==> config.mk <==
export PLATFORM = sky130hd
export DESIGN_NAME = cws_channel_select
export DESIGN_NICKNAME = d
export VERILOG_FILES = /design/src/design/cws_pkg.sv /design/src/design/cws_channel_select.sv
export SDC_FILE = /design/constraint.sdc
export NUM_CORES = 1
export LEC_CHECK = 0
export BUFFER_PORTS_ARGS = -buffer_cell sky130_fd_sc_hd__buf_2
export CORE_UTILIZATION = 45
export CTS_BUF_LIST = sky130_fd_sc_hd__clkbuf_16
export DETAILED_ROUTE_END_ITERATION = 8
export PLACE_DENSITY = 0.75
export SETUP_SLACK_MARGIN = 0.5
export SYNTH_ARGS = -nofsm -noshare
export SYNTH_HDL_FRONTEND = slang
export SYNTH_SLANG_ARGS = --single-unit
==> constraint.sdc <==
create_clock -name CLK -period 0.9 [get_ports CLK]
set_input_delay 0.09 -clock CLK [delete_from_list [all_inputs] [get_ports CLK]]
set_output_delay 0.09 -clock CLK [all_outputs]
set_load 0.1 [all_outputs]
==> src/design/cws_pkg.sv <==
// Constants for the channel write select register of the serial control port.
// Assumes a serial port front end that delivers whole decoded byte writes.
package cws_pkg;
   localparam logic [4:0] CWS_ADDR_SELECT    = 5'h00;
   localparam logic [4:0] CWS_ADDR_CHAN_LO   = 5'h03;
   localparam logic [4:0] CWS_ADDR_CHAN_HI   = 5'h18;
   localparam int         CWS_EN_LSB         = 4;
   localparam int         CWS_EN_MSB         = 7;
   localparam int         CWS_ZERO_BIT       = 3;
   localparam int         CWS_MODE_LSB       = 1;
   localparam int         CWS_MODE_MSB       = 2;
   localparam int         CWS_ORDER_BIT      = 0;
   localparam logic [7:0] CWS_SELECT_RESET   = 8'hF0;
   localparam logic [1:0] CWS_MODE_1B_2WIRE  = 2'h0;
   localparam logic [1:0] CWS_MODE_1B_3WIRE  = 2'h1;
   localparam logic [1:0] CWS_MODE_2BIT      = 2'h2;
   localparam logic [1:0] CWS_MODE_4BIT      = 2'h3;
   localparam logic [2:0] CWS_LANES_1        = 3'h1;
   localparam logic [2:0] CWS_LANES_2        = 3'h2;
   localparam logic [2:0] CWS_LANES_4        = 3'h4;
endpackage : cws_pkg

==> src/design/cws_channel_select.sv <==
// Channel write select register and the per-channel write routing it steers.
// Assumes the serial front end runs on CLK and delivers one pulse per finished byte
// write, and holds XFER_ACTIVE high for the whole of each serial transfer.
`timescale 1ns/10ps
`default_nettype none
module cws_channel_select #(
   parameter int NUM_CHAN = 4
) (
   input  wire logic                CLK,
   input  wire logic                RST,
   input  wire logic                WR_STB,
   input  wire logic [4:0]          WR_ADDR,
   input  wire logic [7:0]          WR_DATA,
   input  wire logic                XFER_ACTIVE,
   output var  logic [7:0]          RD_DATA,
   output var  logic [NUM_CHAN-1:0] CHAN_EN,
   output var  logic [NUM_CHAN-1:0] CHAN_WR,
   output var  logic [4:0]          CHAN_ADDR,
   output var  logic [7:0]          CHAN_DATA,
   output var  logic [1:0]          SER_MODE,
   output var  logic                THREE_WIRE,
   output var  logic [2:0]          SER_LANES,
   output var  logic                LSB_FIRST
);

   logic       sel_wr;
   logic       chan_hit;
   logic [7:0] sel_d;
   logic [2:0] lanes_d;

   // Decode of the incoming byte write.
   assign sel_wr   = WR_STB && (WR_ADDR == cws_pkg::CWS_ADDR_SELECT);
   assign chan_hit = WR_STB && (WR_ADDR >= cws_pkg::CWS_ADDR_CHAN_LO)
                     && (WR_ADDR <= cws_pkg::CWS_ADDR_CHAN_HI);

   // The must-be-zero bit is forced low so a careless write cannot leave it set.
   always_comb
   begin
      sel_d = WR_DATA;
      sel_d[cws_pkg::CWS_ZERO_BIT] = 1'b0;
   end

   // The stored byte, also what software reads back.
   always_ff @(posedge CLK or posedge RST)
   begin
      if (RST)
         RD_DATA <= cws_pkg::CWS_SELECT_RESET;
      else if (sel_wr)
         RD_DATA <= sel_d;
   end

   // Enables are their own copy and follow the write on the same edge.
   always_ff @(posedge CLK or posedge RST)
   begin
      if (RST)
         CHAN_EN <= cws_pkg::CWS_SELECT_RESET[cws_pkg::CWS_EN_MSB:cws_pkg::CWS_EN_LSB];
      else if (sel_wr)
         CHAN_EN <= WR_DATA[cws_pkg::CWS_EN_MSB:cws_pkg::CWS_EN_LSB];
   end

   // Routing of shared-address writes to each enabled channel copy.
   generate
      for (genvar n = 0; n < NUM_CHAN; n++)
      begin : g_route
         always_ff @(posedge CLK or posedge RST)
         begin
            if (RST)
               CHAN_WR[n] <= 1'b0;
            else
               CHAN_WR[n] <= chan_hit && CHAN_EN[n];
         end
      end
   endgenerate

   // Address and data held with the strobe; they only matter while CHAN_WR is set.
   always_ff @(posedge CLK or posedge RST)
   begin
      if (RST)
      begin
         CHAN_ADDR <= 5'h00;
         CHAN_DATA <= 8'h00;
      end
      else if (chan_hit)
      begin
         CHAN_ADDR <= WR_ADDR;
         CHAN_DATA <= WR_DATA;
      end
   end

   // Lane count for the stored mode.
   always_comb
   begin
      unique case (RD_DATA[cws_pkg::CWS_MODE_MSB:cws_pkg::CWS_MODE_LSB])
         cws_pkg::CWS_MODE_1B_2WIRE: lanes_d = cws_pkg::CWS_LANES_1;
         cws_pkg::CWS_MODE_1B_3WIRE: lanes_d = cws_pkg::CWS_LANES_1;
         cws_pkg::CWS_MODE_2BIT:     lanes_d = cws_pkg::CWS_LANES_2;
         cws_pkg::CWS_MODE_4BIT:     lanes_d = cws_pkg::CWS_LANES_4;
      endcase
   end

   // Port settings are copied only while idle, so a transfer that rewrites
   // them keeps its own framing to the end; the cost is one idle cycle.
   always_ff @(posedge CLK or posedge RST)
   begin
      if (RST)
      begin
         SER_MODE   <= cws_pkg::CWS_SELECT_RESET[cws_pkg::CWS_MODE_MSB:cws_pkg::CWS_MODE_LSB];
         THREE_WIRE <= 1'b0;
         SER_LANES  <= cws_pkg::CWS_LANES_1;
         LSB_FIRST  <= cws_pkg::CWS_SELECT_RESET[cws_pkg::CWS_ORDER_BIT];
      end
      else if (!XFER_ACTIVE)
      begin
         SER_MODE   <= RD_DATA[cws_pkg::CWS_MODE_MSB:cws_pkg::CWS_MODE_LSB];
         THREE_WIRE <= (RD_DATA[cws_pkg::CWS_MODE_MSB:cws_pkg::CWS_MODE_LSB]
                        == cws_pkg::CWS_MODE_1B_3WIRE);
         SER_LANES  <= lanes_d;
         LSB_FIRST  <= RD_DATA[cws_pkg::CWS_ORDER_BIT];
      end
   end

   // Checks.
   property p_byte_store;
      @(posedge CLK) disable iff (RST)
      sel_wr |=> (RD_DATA == {$past(WR_DATA[7:4]), 1'b0, $past(WR_DATA[2:0])});
   endproperty
   a_byte_store: assert property (p_byte_store)
      else $error("select byte not stored as written");

   property p_reset_en;
      @(posedge CLK) $fell(RST) |-> (CHAN_EN == 4'hF) && (RD_DATA == 8'hF0);
   endproperty
   a_reset_en: assert property (p_reset_en)
      else $error("enables not all set after reset");

   property p_en_now;
      @(posedge CLK) disable iff (RST)
      sel_wr |=> (CHAN_EN == $past(WR_DATA[7:4]));
   endproperty
   a_en_now: assert property (p_en_now)
      else $error("enable write did not apply at once");

   property p_route;
      @(posedge CLK) disable iff (RST)
      WR_STB |=> (CHAN_WR == ($past(chan_hit) ? $past(CHAN_EN) : 4'h0));
   endproperty
   a_route: assert property (p_route)
      else $error("channel write routed to wrong copies");

   property p_mode_lanes;
      @(posedge CLK) disable iff (RST)
      (SER_LANES == ((SER_MODE == 2'h3) ? 3'h4 : (SER_MODE == 2'h2) ? 3'h2 : 3'h1))
      && (THREE_WIRE == (SER_MODE == 2'h1));
   endproperty
   a_mode_lanes: assert property (p_mode_lanes)
      else $error("serial mode decode wrong");

   property p_order_idle;
      @(posedge CLK) disable iff (RST)
      (!XFER_ACTIVE ##1 !XFER_ACTIVE) |-> (LSB_FIRST == $past(RD_DATA[0]))
      && (SER_MODE == $past(RD_DATA[2:1]));
   endproperty
   a_order_idle: assert property (p_order_idle)
      else $error("bit order not taken while idle");

   property p_hold_busy;
      @(posedge CLK) disable iff (RST)
      (XFER_ACTIVE && $past(XFER_ACTIVE)) |-> ($stable(SER_MODE) && $stable(LSB_FIRST)
      && $stable(SER_LANES));
   endproperty
   a_hold_busy: assert property (p_hold_busy)
      else $error("port settings changed during transfer");

   property p_wr_pulse;
      @(posedge CLK) disable iff (RST)
      (CHAN_WR != 4'h0) |-> (CHAN_ADDR >= cws_pkg::CWS_ADDR_CHAN_LO)
      && (CHAN_ADDR <= cws_pkg::CWS_ADDR_CHAN_HI);
   endproperty
   a_wr_pulse: assert property (p_wr_pulse)
      else $error("channel strobe with address outside channel range");

   // The copies must see exactly the byte and address that were written.
   property p_chan_copy;
      @(posedge CLK) disable iff (RST)
      chan_hit |=> (CHAN_ADDR == $past(WR_ADDR)) && (CHAN_DATA == $past(WR_DATA));
   endproperty
   a_chan_copy: assert property (p_chan_copy)
      else $error("channel address or data not passed on");

   // A write to any other address must leave the select byte alone.
   property p_stray;
      @(posedge CLK) disable iff (RST)
      (WR_STB && !sel_wr) |=> ($stable(RD_DATA) && $stable(CHAN_EN));
   endproperty
   a_stray: assert property (p_stray)
      else $error("select byte changed by another address");

   // The must-be-zero bit never reads back set.
   property p_zero_bit;
      @(posedge CLK) disable iff (RST)
      (RD_DATA[cws_pkg::CWS_ZERO_BIT] == 1'b0);
   endproperty
   a_zero_bit: assert property (p_zero_bit)
      else $error("must-be-zero bit reads back set");

   // Coming out of reset the port shifts one wire, most significant bit first.
   property p_reset_port;
      @(posedge CLK) $fell(RST) |-> (SER_MODE == cws_pkg::CWS_MODE_1B_2WIRE)
      && !LSB_FIRST && !THREE_WIRE && (CHAN_WR == 4'h0);
   endproperty
   a_reset_port: assert property (p_reset_port)
      else $error("port settings wrong after reset");

   // A select write inside a transfer must not reframe that transfer.
   property p_busy_write;
      @(posedge CLK) disable iff (RST)
      (XFER_ACTIVE && sel_wr) |=> ($stable(SER_MODE) && $stable(LSB_FIRST)
      && $stable(THREE_WIRE));
   endproperty
   a_busy_write: assert property (p_busy_write)
      else $error("port settings changed by a write during transfer");

endmodule : cws_channel_select
`default_nettype wire

==> flow_summary.ini, run 1 <==
[logic_synthesis]
postSynthCellCount = 92
synth_nets = 109
synth_mux_area_frac = 0.171
ys_seq_area_frac = 0.625
syn_area_per_cell_sq_um = 13.6
yosys.area_share.simple = 0.0530
synth_area_sq_um = 1250
ys_warn_count = 0
yosysUniqueCellTypes = 21
synth-compound-area-share = 0.0790
synthAdderAreaFrac = 0
yosys.area_share.xor_xnor = 0
synth_top_family_by_area = multiplexers
synth_seq_cells = 31

[floorplan]
die_width_microns = 54.7
die_y_microns = 54.7
initial_core_util = 0.492
rows = 18
pin_count = 53

[clocking]
h-tree-depth = 2
clock_path_buffers = 2
post_cts_resized = 45
cts-buffers-inserted = 5
root_buffer = clkbuf_16
postCtsSetupBuffers = 19
cts.sinks = 31

[place]
hpwl_microns = 2770
dp_cells = 173
gp_routability_congestion = 0.804
place_ws_ns = -0.490
place.port_buffers = 51

[run_status]
stop_error = [ERROR DPL-0038] Utilization greater than 100%, impossible to legalize
last-stage-reached = 4_1_cts
status = aborted with a tool error
-- cell families after synthesis --
| kind of cell | count (synthesis) |
|---|---|
| muxes | 18 |
| buffers and inverters | 15 |
| other | 1 |
| DFF | 31 |
| AOI/OAI and AO/OA | 11 |
| and+or+nand+nor | 16 |
-- per-stage QoR --
stage	utilization	instance area, sq um
2_1_floorplan	-	1460
3_3_place_gp	0.884	2250
3_5_place_dp	0.884	2250
-- cells in the mapped netlist (all sizes together) --
library cell,n,share of area
conb,1,0.0030
a211o,1,0.0070
inv,8,0.024
a32o,1,0.0080
dfstp,5,0.11
a2bb2oi,2,0.014
mux2,18,0.17
a22o,1,0.0070
o21ai,4,0.016
dfrtp,26,0.52
clkbuf,1,0.0030
o221ai,1,0.021
buf,6,0.042
nand2,6,0.018
nor3,2,0.0080
nand3,1,0.0040
nand2b,1,0.0050
a21o,1,0.0060
nor2,6,0.018
==> run 2: changes to the inputs <==
--- a/config.mk
+++ b/config.mk
@@ -6,11 +6,9 @@
 export NUM_CORES = 1
 export LEC_CHECK = 0
 export BUFFER_PORTS_ARGS = -buffer_cell sky130_fd_sc_hd__buf_2
-export CORE_UTILIZATION = 45
-export CTS_BUF_LIST = sky130_fd_sc_hd__clkbuf_16
+export CORE_UTILIZATION = 30
 export DETAILED_ROUTE_END_ITERATION = 8
-export PLACE_DENSITY = 0.75
-export SETUP_SLACK_MARGIN = 0.5
+export PLACE_DENSITY_LB_ADDON = 0.15
 export SYNTH_ARGS = -nofsm -noshare
 export SYNTH_HDL_FRONTEND = slang
 export SYNTH_SLANG_ARGS = --single-unit
==> flow_summary.ini, run 2 <==
[run_status]
status = complete, but fails checks
violations = setup timing

[sta]
post-route-period-util = 1.33
setup_viol = 62
tns_ns = -7.11
finalMaxSlewViolations = 0
rsz0062_at_grt = true
max_freq_mhz = 838
fin_ws_ns = -0.294
hold_viol = 0
fin_skew_ns = 0.00542
min_period_ns = 1.19

[hold_path]
whs_path_depth = 2
min-delay-start = WR_DATA[3]
holdCritPathClass = in2reg
min_to = CHAN_DATA[3]

[logic_synthesis]
yosysUniqueCellTypes = 21
synth_seq_cells = 31
synth_top_area_frac = 0.520
async_flop_share = 1.00
synth_area_sq_um = 1250
yosys.area_share.simple = 0.0530
synth-compound-area-share = 0.0790
synth_top_family_by_area = multiplexers
postSynthCellCount = 92
yosys.area_share.xor_xnor = 0
ys_warn_count = 0
syn_area_per_cell_sq_um = 13.6
ys_seq_area_frac = 0.625
synth_largest_area_cell = dfrtp_1
yosys.cell_count.top_type = dfrtp_1
yosys-top-cells-area = dfrtp_1 (52%), mux2_2 (14%), dfstp_2 (11%), mux2_4 (3.6%), buf_4 (3.0%)
synth_mux_area_frac = 0.171
synth_ff_type = dfrtp_1
synth_edf_count = 0
synth_common_cells = dfrtp_1 (26), mux2_2 (15), inv_1 (8)
synthAdderAreaFrac = 0
synth_nets = 109

[critical_path]
arrival_ns = 1.10
critPathTopFamily = flip-flops
crit_chain = buf_12
reg2reg_depth = 2
timing.rr.end = RD_DATA[2]
worstSetupStartpoint = CHAN_EN[2]
cp_slowest_cell = dfstp_4
critPathKind = reg2out
reg2reg_from = RD_DATA[2]
crit_buf_inv = 1
rrSetupSlack_ns = -0.11
cpPeakStageDelay_ns = 0.65
worst_setup_path_start_kind = flop
path_max_fanout = 3
cp_data_required_time_ns = 0.81
endpoint_kind = output port

[clocking]
root_buffer = clkbuf_8
h-tree-depth = 2
clock_path_buffers = 2
clk_pin_slew_ns = 0.06
cts-buffers-inserted = 5
clkLatencyLatePin_ns = 0.27
cts_tree = yes
cts.sinks = 31

[pwr]
ir_worst_vdd_mv = 1.17
power_density_nw_per_um2 = 2590
leakagePower_uw = 0.00123
power.total_uw = 6920

[route]
wl_per_cell_microns = 14.6
drtIter0Drc = 39
totalWireLength_microns = 3330
first_pass_iters = 4
drcViolationCount = 0
routed_via_density = 4.45
drtAntennaViolNets = 0
vias = 1015

[global_route]
grt_pass1_vias = 1047
grt_start_max_net_pins = 32
grt_usage = 0.169
grt_pass1_wl_microns = 5320
antenna_found_initial = 0
grt_overflow_total = 0

[floorplan]
die_y_microns = 66.6
die_width_microns = 66.6
dieArea_sq_um = 4430
fp.coreArea_sq_um = 4000
pin_count = 53
initial_core_util = 0.313
rows = 23

[cells_and_area]
stdcell_count = 228
n_fill_cell = 285
area_growth_pct = 113
reg_top3 = CHAN_DATA x8, CHAN_ADDR x5
drive_gt1_frac = 0.871
largest_reg_flops = 8
top_register = CHAN_DATA
layout.cells.most_common_list = buf_12 (37), buf_6 (19), dfrtp_2 (18)
antenna_cells = 0
fin_nets = 194
mostFrequentLayoutCell = buf_12

[place]
gp_routability_congestion = 0.643
hpwl_microns = 2100
place.port_buffers = 51
place_ws_ns = -0.453
dp_cells = 198

[flow_run]
max-cap-violations = 0
-- run 2: layout make-up --
cell class / instances / area [sq um] / area share
Multi-Input combinational cell: 46 / 510 / 0.191
Clock buffer: 8 / 80.1 / 0.0300
Sequential cell: 31 / 842 / 0.316
Inverter: 8 / 30.0 / 0.0113
Tap cell: 50 / 62.6 / 0.0235
Timing Repair Buffer: 85 / 1140 / 0.428
-- run 2: worst max path at each step --
| stage | to | slack, ns | cells after the start |
|---|---|---|---|
| finish | CHAN_EN[2] | -0.29 | 1 |
| global route | RD_DATA[7] | -0.32 | 1 |
| CTS | CHAN_EN[2] | -0.30 | 1 |
| detailed placement | CHAN_DATA[2] | -0.45 | 5 |
| global placement | CHAN_ADDR[0] | -0.41 | 5 |
| floorplan | CHAN_DATA[0] | -0.35 | 4 |
-- run 2: logic make-up after synthesis --
kind of cell	after synthesis
DFF	31
muxes	18
and+or+nand+nor	16
buffers and inverters	15
AOI/OAI and AO/OA	11
other	1
-- run 2: what timing repair did --
item,4_1_cts,5_1_grt
gates cloned,1,0
setup endpoints to repair,54,65
hold buffers,1,0
gates resized for setup,26,19
pin swaps,4,7
setup buffers,13,9
hold endpoints to repair,26,0
-- run 2: layer usage --
layer / up-vias / global-route usage / part of all wire
li1: 472 / - / -
met1: 497 / 0.206 / 0.38
met2: 40 / 0.282 / 0.54
met3: 6 / 0.0462 / 0.060
met4: 0 / 0.0665 / 0.017
met5: - / 0 / 0
-- run 2: stage by stage --
stage / instance area [sq um] / util / hold slack, ns
4_1_cts: 2570 / 0.642 / 0.0447
5_1_grt: 2670 / 0.667 / 0.0382
6_report: 2670 / 0.667 / 0.0489
3_3_place_gp: 2250 / 0.563 / 0.139
3_5_place_dp: 2250 / 0.563 / 0.148
2_1_floorplan: 1400 / - / 0.189
-- run 2: power by group --
| part | total [uW] | switching, uW | internal (uW) |
|---|---|---|---|
| clock network | 1010 | 463 | 548 |
| logic | 3890 | 2360 | 1540 |
| registers | 2020 | 287 | 1730 |
No activity file was read; power rests on OpenSTA's default activity.
==> run 3: changes to the inputs <==
--- a/config.mk
+++ b/config.mk
@@ -5,7 +5,7 @@
 export SDC_FILE = /design/constraint.sdc
 export NUM_CORES = 1
 export LEC_CHECK = 0
-export BUFFER_PORTS_ARGS = -buffer_cell sky130_fd_sc_hd__buf_2
+export BUFFER_PORTS_ARGS = -buffer_cell sky130_fd_sc_hd__buf_4
 export CORE_UTILIZATION = 30
 export DETAILED_ROUTE_END_ITERATION = 8
 export PLACE_DENSITY_LB_ADDON = 0.15
==> flow_summary.ini, run 3 (same netlist as run 2, synthesis figures left out) <==
[place]
gp_routability_congestion = 0.661
place.port_buffers = 51
place_area_sq_um = 1850
hpwl_microns = 1920

[sta]
hold_viol = 0
min_period_ns = 1.20
rsz0062_at_grt = true
tns_ns = -6.29
finalMaxSlewViolations = 0
hold_ws_ns = 0.0525
fin_skew_ns = 0.00438
post-route-period-util = 1.33
max_freq_mhz = 837
fin_ws_ns = -0.295
setup_viol = 58

[global_route]
grt_pass1_vias = 958
antenna_found_initial = 0
grt_overflow_total = 0
grt_start_max_net_pins = 32
grt_pass1_wl_microns = 4600
grt_usage = 0.143

[pwr]
leakagePower_uw = 0.00114
power.total_uw = 6700
power_switching_uw = 3020
power_density_nw_per_um2 = 2720
power_frac_comb = 0.553
p_clk_frac = 0.149
ir_worst_vdd_mv = 1.15
swShare = 0.451
pwr-share-seq = 0.298
intPower_uw = 3680

[critical_path]
cp_data_required_time_ns = 0.81
path_max_fanout = 3
worst_setup_path_start_kind = flop
endpoint_kind = output port
crit_buf_inv = 1
rrSetupSlack_ns = -0.10
crit_chain = buf_12
cpPeakStageDelay_ns = 0.65
arrival_ns = 1.11
reg2reg_from = RD_DATA[1]
critPathKind = reg2out
critPathTopFamily = flip-flops
worstSetupStartpoint = CHAN_EN[1]
cp_slowest_cell = dfstp_4

[cells_and_area]
n_fill_cell = 307
drive_gt1_frac = 0.815
final_area_sq_um = 2470
area_growth_pct = 97.1
mostFrequentLayoutCell = buf_12
top_register = CHAN_DATA
layout.cells.most_common_list = buf_12 (32), buf_4 (24), dfrtp_2 (18)
fin_nets = 178
antenna_cells = 0
largest_reg_flops = 8
reg_top3 = CHAN_DATA x8, CHAN_ADDR x5
fin_util = 0.617

[route]
wl_per_cell_microns = 13.0
vias = 938
totalWireLength_microns = 2750
drcViolationCount = 0
first_pass_iters = 4
routed_via_density = 4.42
drtIter0Drc = 51
drtAntennaViolNets = 0

[floorplan]
dieArea_sq_um = 4430
rows = 23
initial_core_util = 0.313
pin_count = 53
die_y_microns = 66.6
fp.coreArea_sq_um = 4000
die_width_microns = 66.6

[clocking]
root_buffer = clkbuf_8
clk_pin_slew_ns = 0.06
h-tree-depth = 2
clock_path_buffers = 2
cts.sinks = 31
clkLatencyLatePin_ns = 0.27
cts_tree = yes
cts-buffers-inserted = 5

[run_status]
violations = setup timing
status = complete, but fails checks

[hold_path]
holdCritPathClass = in2reg
min-delay-start = WR_DATA[3]

[flow_run]
max-cap-violations = 0
==> run 3: routing by layer <==
metal	share of wire	vias up	track usage
met3	0.047	2	0.0497
li1	-	442	-
met2	0.53	32	0.223
met4	0.0062	0	0.0559
met5	0	-	0
met1	0.42	462	0.179
==> run 3: through the flow <==
step / std cells / setup WS, ns
after CTS: 212 / -0.301
after floorplan: 92 / -0.354
after global routing: 212 / -0.329
after global placement: 197 / -0.439
after detailed placement: 197 / -0.473
final: 212 / -0.295
==> run 3: area by class of cell <==
type / instances / area (sq um) / share of cell area
Clock buffer: 8 / 80.1 / 0.0325
Inverter: 8 / 30.0 / 0.0122
Tap cell: 50 / 62.6 / 0.0254
Timing Repair Buffer: 69 / 977 / 0.396
Multi-Input combinational cell: 46 / 474 / 0.192
Sequential cell: 31 / 842 / 0.341
==> run 3: final timing paths <==
check                      depth (start not counted)      endpoint
max                                                1    CHAN_EN[1]
max reg2reg                                        2    RD_DATA[1]
min in group asynchronous                          4   SER_MODE[0]
min                                                2  CHAN_DATA[3]
max in group asynchronous                          4  SER_LANES[0]
min reg2reg                                        2  SER_LANES[1]
==> run 3: what timing repair did <==
action | 4_1_cts | 5_1_grt
setup buffers | 6 | 0
setup endpoints to repair | 55 | 64
resized for setup | 94 | 26
pin swaps | 2 | 0
hold endpoints to repair | 26 | 0
hold buffers | 1 | 0
==> run 3: power groups by stage <==
| stage | combinational (uW) | clock, uW | sequential [uW] |
|---|---|---|---|
| CTS | 3590 | 1040 | 1980 |
| global route | 3820 | 1130 | 2030 |
| global placement | 2890 | 0 | 1890 |
| floorplan | 766 | 0 | 3560 |
| detailed placement | 2920 | 0 | 1900 |
| finish | 3710 | 1000 | 1990 |
